File: src/hw/ebm_pkg.sv
// Purpose: constants and types for the external bus master with arbitration
// Assumes: single bus clock, longword reads only, supervisor accesses
// Notes:   see the master module for pin behaviour
//
// Summary of operation
// - bus_request_n low asks arbiter for bus
// - request negates at access start, re-asserts later
// - grant low permits mastership next rising edge
// - grant removed, lock clear: release after transfer
// - lock set keeps mastership until lock cleared
// - drive bus_driven_n when granted and pending/locked
// - granted, idle, unlocked: implicit mastership only
// - grant lost mid-access: finish, then float
// - idle loss, unlocked: negate and float next edge
// - idle loss, locked: keep bus_driven_n asserted
// - first clock: address, kind, size, transfer start
// - second clock: start negated, attribute high
// - sample internal async ack, else wait
// - burst beat repeats with address stepped by port width
// - bus released after final acknowledge edge
// - async ack tied low gives zero wait
// - grant and ack tied low: sole master
// - transfer error aborts whole longword
// - port lanes D[31:0], D[31:16], D[31:24]
// - transfer ack input for own transfers
// - transfer error wins over both acknowledges
// - error shortly after async ack still seen
package ebm_pkg;

    // -------------------------------------------
    // widths and encodings
    // -------------------------------------------
    localparam int         ADDR_W      = 28;
    localparam int         DATA_W      = 32;
    localparam int         BUF_DEPTH   = 2;
    localparam logic [1:0] SIZE_LONG   = 2'h0;
    localparam logic [1:0] PORT_32     = 2'h0;
    localparam logic [1:0] PORT_16     = 2'h1;
    localparam logic [1:0] PORT_8      = 2'h2;
    localparam logic [3:0] ALT_WAIT_RST = 4'h0;
    localparam logic [1:0] BEATS_RST   = 2'h0;

    typedef enum logic [1:0] {
        S_IDLE,
        S_ADDR,
        S_DATA
    } bus_state_t;

endpackage

File: src/hw/ebm_master.sv
// Purpose: external bus master with three-wire arbitration and read cycles
// Assumes: inputs synchronous to clock except async_transfer_ack_n
// Notes:   completed longwords pass a two-entry buffer to the core
`timescale 1ns/1ps
module ebm_master
    import ebm_pkg::*;
(
    // clock and reset
    input  wire logic              clock,
    input  wire logic              nrst,
    // core request
    input  wire logic              req_valid,
    output logic                   req_ready,
    input  wire logic [ADDR_W-1:0] req_addr,
    input  wire logic [1:0]        req_kind,
    input  wire logic              req_code,
    input  wire logic [1:0]        req_port,
    input  wire logic              bus_lock,
    // read result
    output logic                   rsp_valid,
    input  wire logic              rsp_ready,
    output logic [DATA_W-1:0]      rsp_data,
    output logic                   rsp_error,
    // arbitration pins
    output logic                   bus_request_n,
    input  wire logic              bus_grant_n,
    output logic                   bus_driven_n,
    // address and control pins
    output logic [ADDR_W-1:0]      addr_out,
    output logic [1:0]             transfer_kind,
    output logic                   access_attribute,
    output logic [1:0]             transfer_size,
    output logic                   read_write,
    output logic                   transfer_start_n,
    output logic                   bus_oe_n,
    // termination pins
    input  wire logic [DATA_W-1:0] data_in,
    input  wire logic              transfer_ack_in_n,
    output logic                   transfer_ack_out_n,
    output logic                   transfer_ack_oe_n,
    input  wire logic              async_transfer_ack_n,
    input  wire logic              transfer_error_n,
    // alternate master chip-select hit
    input  wire logic              alt_hit,
    input  wire logic [3:0]        alt_wait
);

    // -------------------------------------------
    // state
    // -------------------------------------------
    bus_state_t         state;
    logic               ata_s1;
    logic               ata_s2;
    logic [1:0]         beat;
    logic [1:0]         port;
    logic [DATA_W-1:0]  acc;
    logic [DATA_W-1:0]  buf_data [BUF_DEPTH];
    logic               buf_err  [BUF_DEPTH];
    logic               wr_ptr;
    logic               rd_ptr;
    logic [1:0]         count;
    logic [3:0]         alt_count;
    logic               alt_done;
    logic               space;
    logic               pending;
    logic               start;
    logic               ack;
    logic               err;
    logic               last;
    logic               push;
    logic               pop;
    logic [DATA_W-1:0]  next_acc;
    logic [ADDR_W-1:0]  step;

    // -------------------------------------------
    // synchronizer
    // -------------------------------------------
    // second stage only is used; first stage may be metastable
    always_ff @(posedge clock) begin
        if (!nrst) begin
            ata_s1 <= 1'b1;
            ata_s2 <= 1'b1;
        end else begin
            ata_s1 <= async_transfer_ack_n;
            ata_s2 <= ata_s1;
        end
    end

    // -------------------------------------------
    // decode
    // -------------------------------------------
    assign space   = (count < 2'(BUF_DEPTH));
    assign pending = req_valid && space;
    // grant, or held explicit ownership under lock
    assign start   = (state == S_IDLE) && pending &&
                     (!bus_grant_n || (bus_lock && !bus_driven_n));
    assign req_ready = start;
    // error checked first so it always wins
    assign err  = (state == S_DATA) && !transfer_error_n;
    // a tied-low ack finishes in the second clock
    assign ack  = (state == S_DATA) && transfer_error_n &&
                  (!transfer_ack_in_n || !ata_s2);
    assign last = (port == PORT_32) ||
                  (port == PORT_16 && beat == 2'h1) ||
                  (port == PORT_8 && beat == 2'h3);
    assign push = err || (ack && last);
    assign pop  = rsp_valid && rsp_ready;

    always_comb begin
        next_acc = acc;
        step     = 28'h0000004;
        case (port)
            PORT_16: begin
                next_acc = {acc[15:0], data_in[31:16]};
                step     = 28'h0000002;
            end
            PORT_8: begin
                next_acc = {acc[23:0], data_in[31:24]};
                step     = 28'h0000001;
            end
            default: begin
                next_acc = data_in;
            end
        endcase
    end

    // -------------------------------------------
    // cycle sequencer
    // -------------------------------------------
    always_ff @(posedge clock) begin
        if (!nrst) begin
            state <= S_IDLE;
            beat  <= BEATS_RST;
            port  <= PORT_32;
            acc   <= 32'h00000000;
        end else begin
            case (state)
                S_IDLE: begin
                    if (start) begin
                        state <= S_ADDR;
                        beat  <= BEATS_RST;
                        port  <= req_port;
                    end
                end
                S_ADDR: begin
                    state <= S_DATA;
                end
                S_DATA: begin
                    if (err) begin
                        state <= S_IDLE;
                    end else if (ack) begin
                        acc <= next_acc;
                        if (last) begin
                            state <= S_IDLE;
                        end else begin
                            state <= S_ADDR;
                            beat  <= beat + 2'h1;
                        end
                    end
                end
                default: begin
                    state <= S_IDLE;
                end
            endcase
        end
    end

    // -------------------------------------------
    // address and control outputs
    // -------------------------------------------
    always_ff @(posedge clock) begin
        if (!nrst) begin
            addr_out         <= 28'h0000000;
            transfer_kind    <= 2'h0;
            access_attribute <= 1'b0;
            transfer_size    <= SIZE_LONG;
            read_write       <= 1'b1;
            transfer_start_n <= 1'b1;
        end else begin
            transfer_start_n <= 1'b1;
            if (start) begin
                addr_out         <= req_addr;
                transfer_kind    <= req_kind;
                access_attribute <= req_code;
                transfer_size    <= SIZE_LONG;
                read_write       <= 1'b1;
                transfer_start_n <= 1'b0;
            end else if (state == S_ADDR) begin
                access_attribute <= 1'b1;
            end else if (ack && !last) begin
                addr_out         <= addr_out + step;
                access_attribute <= req_code;
                transfer_start_n <= 1'b0;
            end
        end
    end

    // -------------------------------------------
    // arbitration
    // -------------------------------------------
    always_ff @(posedge clock) begin
        if (!nrst) begin
            bus_request_n <= 1'b1;
        end else if (start) begin
            bus_request_n <= 1'b1;
        end else if (pending && bus_grant_n && state == S_IDLE) begin
            bus_request_n <= 1'b0;
        end
    end

    // the arbiter must not hand over until this negates
    always_ff @(posedge clock) begin
        if (!nrst) begin
            bus_driven_n <= 1'b1;
        end else if (start || state == S_ADDR || (state == S_DATA && !push)) begin
            bus_driven_n <= 1'b0;
        end else if (push) begin
            // access done: keep only if grant stays or lock holds
            bus_driven_n <= !(!bus_grant_n || bus_lock);
        end else if (!bus_grant_n && bus_lock) begin
            bus_driven_n <= 1'b0;
        end else if (!bus_driven_n && bus_lock) begin
            bus_driven_n <= 1'b0;
        end else begin
            bus_driven_n <= 1'b1;
        end
    end

    // floats whenever no access runs and ownership is only implicit
    assign bus_oe_n = (state == S_IDLE) && bus_driven_n;

    // -------------------------------------------
    // alternate master acknowledge
    // -------------------------------------------
    always_ff @(posedge clock) begin
        if (!nrst) begin
            alt_count          <= ALT_WAIT_RST;
            alt_done           <= 1'b0;
            transfer_ack_out_n <= 1'b1;
            transfer_ack_oe_n  <= 1'b1;
        end else begin
            transfer_ack_out_n <= 1'b1;
            transfer_ack_oe_n  <= 1'b1;
            if (!alt_hit || !bus_oe_n) begin
                alt_count <= ALT_WAIT_RST;
                alt_done  <= 1'b0;
            end else if (!alt_done) begin
                if (alt_count == alt_wait) begin
                    transfer_ack_out_n <= 1'b0;
                    transfer_ack_oe_n  <= 1'b0;
                    alt_done           <= 1'b1;
                end else begin
                    alt_count <= alt_count + 4'h1;
                end
            end
        end
    end

    // -------------------------------------------
    // result buffer
    // -------------------------------------------
    // a stalled core blocks new accesses instead of losing words
    always_ff @(posedge clock) begin
        if (!nrst) begin
            wr_ptr <= 1'b0;
            rd_ptr <= 1'b0;
            count  <= 2'h0;
        end else begin
            if (push) begin
                wr_ptr <= !wr_ptr;
            end
            if (pop) begin
                rd_ptr <= !rd_ptr;
            end
            count <= count + 2'(push) - 2'(pop);
        end
    end

    always_ff @(posedge clock) begin
        if (push) begin
            buf_data[wr_ptr] <= err ? 32'h00000000 : next_acc;
            buf_err[wr_ptr]  <= err;
        end
    end

    assign rsp_valid = (count != 2'h0);
    assign rsp_data  = buf_data[rd_ptr];
    assign rsp_error = rsp_valid && buf_err[rd_ptr];
endmodule

File: config.mk
export PLATFORM = sky130hd
export DESIGN_NAME = ebm_master
export DESIGN_NICKNAME = d
export VERILOG_FILES = /design/src/hw/ebm_pkg.sv /design/src/hw/ebm_master.sv
export SDC_FILE = /design/constraint.sdc
export NUM_CORES = 1
export LEC_CHECK = 0
export BUFFER_PORTS_ARGS = -buffer_cell sky130_fd_sc_hd__buf_2
export CORE_MARGIN = 5
export CORE_UTILIZATION = 56
export CTS_CLUSTER_SIZE = 10
export DETAILED_ROUTE_END_ITERATION = 7
export PLACE_DENSITY = 0.82
export SLEW_MARGIN = 20
export SYNTH_ARGS = -nofsm -noshare
export SYNTH_HDL_FRONTEND = slang
export SYNTH_SLANG_ARGS = --single-unit
File: constraint.sdc
create_clock -name clock -period 5.45 [get_ports clock]
set_input_delay 0.2725 -clock clock [delete_from_list [all_inputs] [get_ports clock]]
set_output_delay 0.2725 -clock clock [all_outputs]
set_load 0.1 [all_outputs]
[Word level (Yosys, flattened, before mapping)]
Memory sizes are Yosys's and may differ from the RTL's. A register that Yosys moved wholly into a read port is not among the register bits.
Index checks and enable logic that the tools add are counted.
Cells by class
  bitwise gates (word level): 4
  eq/ne operators: 13
  muxes and demuxes: 35
  order comparisons: 1
  add/subtract/negate cells: 5
  reduce and logical (&&, ||, !) cells: 54
Operators by type and width (number)
  28-bit 2-to-1 mux: 3
  32-bit case mux with 2 select lines: 1
  32-bit 2-to-1 mux: 1
  28-bit adder: 1
  1-bit 2-to-1 mux: 20
  1-bit logical AND: 18
  2-bit 2-to-1 mux: 7
  1-bit zero test: 12
  2-bit inequality test (second input constant): 5
  1-bit logical OR: 9
  2-bit AND reduction: 4
  2-bit by 1-bit equality test with 1-bit output (second input constant): 3
  2-bit equality test (second input constant): 3
  2-bit case mux with 3 select lines: 1
  3-bit case mux with 2 select lines: 1
  2-bit nonzero test: 3
  5-bit AND reduction: 1
  4-bit by 1-bit adder with 4-bit output (second input constant): 1
  4-bit equality test: 1
  2-bit zero test: 2
  1-bit inverter: 4
  2-bit case mux with 2 select lines: 1
  2-bit OR reduction: 2
  3-bit inequality test (second input constant): 1
  other kinds (7): 7
Word-level totals
  bits of input ports: 79
  memory bits (writable): 66
  logic and storage cells: 132
  memories: 2
  flip-flop bits (word level): 76
  output and inout bits: 75
Memories
  buf_data: words 2, width 32, read ports 1, clocked after Yosys merged registers in 1, write ports 1, line ebm_master.sv:57  | logic [DATA_W-1:0] buf_data [BUF_DEPTH];
  buf_err: words 2, width 1, read ports 1, clocked after Yosys merged registers in 1, write ports 1, line ebm_master.sv:58  | logic buf_err [BUF_DEPTH];

[Longest topological paths before layout]
  depth in word-level cells: 10
  mapped depth: 11
  mapped depth without buffers: 10

[Worst setup path before layout]
No wires, ideal clock.
  path type: register to register
  start: reg bus_driven_n
  end: reg transfer_ack_oe_n
  stages on the path, launching flop included: 4
  buffers on the path: 0
  data arrival time: 4.269 ns
  path slack: 1.054 ns
  period minus slack after synthesis: 4.396 ns
  cells stage by stage: dfxtp_1 nor3b_1 nand3_1 or3_1
Between the ends
  word-level cells in the longest chain between the ends: 4
Ends and longest elaborated chain
  start, declared: line ebm_master.sv:27  | output logic bus_driven_n,
  start signal, assigned: line ebm_master.sv:219  | bus_driven_n <= !(!bus_grant_n || bus_lock);
  1-bit logical AND: line ebm_master.sv:230  | assign bus_oe_n = (state == S_IDLE) && bus_driven_n;
  named net bus_oe_n: line ebm_master.sv:35  | output logic bus_oe_n,
  1-bit zero test: line ebm_master.sv:244  | if (!alt_hit || !bus_oe_n) begin
  1-bit logical OR: line ebm_master.sv:244
  3-bit OR reduction (no source line)
  end signal, assigned: line ebm_master.sv:240  | transfer_ack_oe_n <= 1'b1;
  end signal, assigned: line ebm_master.sv:243  | transfer_ack_oe_n <= 1'b1;
  end signal, assigned: line ebm_master.sv:250  | transfer_ack_oe_n <= 1'b0;
  end, declared: line ebm_master.sv:40  | output logic transfer_ack_oe_n,
The timed path passes the listed nets, and every way through them passes these cells.
A chain may end at the register's enable or synchronous reset.

[Worst setup path in the final report]
  start: reg port[0]
  end: reg addr_out[19]
Between the ends
  word-level cells in the longest chain between the ends: 8
  elaborated cells between the ends (all ways): 16
  those cells by class: add/sub: 1; eq/ne: 2; mux: 4; reduce/logical: 9
Ends and longest elaborated chain
  start, declared: line ebm_master.sv:55  | logic [1:0] port;
  start signal, assigned: line ebm_master.sv:142  | port <= req_port;
  parallel branches: the longest is 8 deep, another holds 28-bit adder
  end signal, assigned: line ebm_master.sv:182  | addr_out <= req_addr;
  end signal, assigned: line ebm_master.sv:191  | addr_out <= addr_out + step;
  end, declared: line ebm_master.sv:29  | output logic [ADDR_W-1:0] addr_out,
Several ways; the timed one is not identified. The select of a mux whose other input is x is not followed.

==> impl_metrics.ini <==
[run_status]
outcome = finished clean

[synthesis]
avgSynthCellArea_um2 = 10.4
yosys.area.top_type = edfxtp_1
ys_dominant_reg_cell = dfxtp_1
synth_top_area_frac = 0.290
synth-edff-count = 66
syn_area_um2 = 6830
synth.area.top_cells = edfxtp_1 (29%), dfxtp_1 (23%), mux2_2 (5.3%)
ys_seq_elements = 143
synth_cell_types = 50
yosys_warnings = 0
async_flop_share = 0
synth_common_cells = dfxtp_1 (77), nor2_1 (72), edfxtp_1 (66)
ys_seq_area_frac = 0.516
synth_most_common_cell = dfxtp_1
syn-instance-count = 657

[power]
p_per_area_nw_per_um2 = 476
p_total_mw = 3.97
irDropWorstVdd_uv = 223
power_leakage_nw = 3.27

[sta]
setup-tns-final_ns = 0
finalCritPeriodShare = 0.654
finalHoldViolCount = 0
drv_slew = 0
tightestPinTransition_ns = 1.06
min_period_ns = 3.56
finalSetupViolations = 0
fin_skew_ns = 0.00493
slew-limit-headroom = 0.293
rsz0062_at_grt = no
fmax_mhz = 281
worst_hold_slack_ns = 0.0413

[placement]
portBuffers = 150
placed_area_um2 = 7660
routabilityCongestion = 0.863
hpwl_um = 11600

[grt]
gr-max-usage-layer = met2
track_usage = 0.234
first_global_vias = 5624
grt_pass1_wl_um = 27100
grt_overflow = 0
grt_max_degree = 72
antenna_found_initial = 0
grt_util_met2 = 0.410
use_met1 = 0.274
met3_usage = 0.0636

[route]
drcViolationCount = 0
wl_um = 16800
drt_iter0_markers = 519
num_vias = 5576
ant_nets = 0
routedWlPerCell_um = 17.7
via_per_inst = 5.87
first_pass_iters = 5

[floorplanning]
rows = 40
core_um2 = 12000
initial_core_util = 0.569
die_x_um = 120
dieArea_um2 = 14500
die_h_um = 120
top_level_ports = 154

[worst_setup_path]
crit_top_cell = ha_1
slowest_delay_ns = 0.59
cp_max_fo = 33
crit_chain = inv_1, ha_1, buf_4, clkinv_1, ha_1, a41oi_1, a21oi_1, a311oi_1, nor3_1
endpoint_kind = flip-flop
path_class = reg2reg
arrival_ns = 3.86
critPathRequiredTime_ns = 5.74
cp_slowest_cell = a41oi_1
startpoint_type = flip-flop

[worst_hold_path]
hp-class = in2reg

[clock_network]
htreeDepth = 4
clk_latency_ns = 0.41
cts_resized = 0
cts-root-buf = clkbuf_16
cts_buffer_depth = 2
cts_buffers = 17
cts_tree = yes
cts.sinks = 143
clk_pin_slew_ns = 0.06
holdBufCountCts = 0
cts_setup_buffers = 0

[final_layout]
syn_to_final_growth_pct = 21.9
drive_above_1_share = 0.285
diodes = 0
final_cell_area_um2 = 8330
fin_nets = 881
finish.utilization = 0.693

[job]
cap_violations = 0
-- power breakdown --
| group | internal (mW) | switching, mW |
|---|---|---|
| logic | 0.306 | 1.13 |
| registers | 1.21 | 0.0647 |
| clock network | 0.826 | 0.431 |
| total | 2.35 | 1.62 |
-- cells by family after synthesis --
logic type	share of synthesized area
adders and majority gates	0.0220
AOI/OAI and AO/OA	0.148
muxes	0.0952
xor gates and xnor gates	0.0308
other	0.00110
buffers and inverters	0.0353
and+or+nand+nor	0.152
DFF	0.516
-- flip-flops by register name, summed over array words and instances, names as in the netlist, 2 cells and up, named ones only --
register / cells
state: 2
port: 2
buf_err: 2
beat: 2
transfer_kind: 2
acc: 24
addr_out: 28
count: 2
buf_data: 64
alt_count: 4
-- routing by layer --
metal	vias up	share of wire
met1	2624	0.39
li1	2661	-
met3	38	0.077
met5	-	0
met4	0	0.024
met2	253	0.51
-- cell usage in the layout (no fill, tap or decap), types with 3 or more instances in the layout --
cell type and instances:
a2111oi_0 3, a211oi_1 7, a21boi_0 8, a21oi_1 42, a221oi_1 8, a22o_1 24, a31oi_1 6, and2_1 8
and3_1 5, and4_1 6, buf_2 150, buf_4 8, clkbuf_16 21, clkbuf_8 3, conb_1 3, dfxtp_1 77
edfxtp_1 66, ha_1 11, inv_1 13, mux2_2 32, mux2i_1 29, nand2_1 27, nand2b_1 4, nand3_1 10
nand4_1 10, nor2_1 70, nor2b_1 29, nor3_1 16, nor4_1 3, o211a_1 3, o211ai_1 4, o21ai_0 33
or3_1 7, xnor2_1 18, xor2_1 6
-- final timing paths --
path / from / to / slack [ns] / depth (start not counted)
max: port[0]$_SDFFE_PN0P_ / addr_out[19]$_SDFFE_PN0P_ / 1.89 / 9
min: async_transfer_ack_n / ata_s1$_SDFF_PN1_ / 0.04 / 2
max reg2reg: port[0]$_SDFFE_PN0P_ / addr_out[19]$_SDFFE_PN0P_ / 1.89 / 9
min reg2reg: ata_s1$_SDFF_PN1_ / ata_s2$_SDFF_PN1_ / 0.40 / 1
-- critical path: cells and delay by family (launching register included) --
family                   cells  cell delay (ns)
AO/OA/AOI/OAI                3             1.27
adder cells (fa/ha/maj)      2             0.74
buffers and inverters        3             0.93
flip-flops                   1             0.40
AND/OR/NAND/NOR              1             0.10
-- stage by stage --
stage | instances | worst slack, ns
after global routing | 950 | 1.62
after detailed placement | 918 | 1.99
after global placement | 918 | 2.15
after floorplan | 658 | 1.05
final | 950 | 1.89
after CTS | 950 | 1.97
-- cell type report --
| class | instances | area (um^2) |
|---|---|---|
| clock buffers | 26 | 578 |
| flip-flops and latches | 143 | 3520 |
| well taps | 147 | 184 |
| clock inverters | 6 | 86.3 |
| inverters | 14 | 52.6 |
| fillers | 899 | 3680 |
| multi-input cells | 456 | 3090 |
| repair buffers | 158 | 811 |
Note: power is estimated with default switching activity, not from simulation.
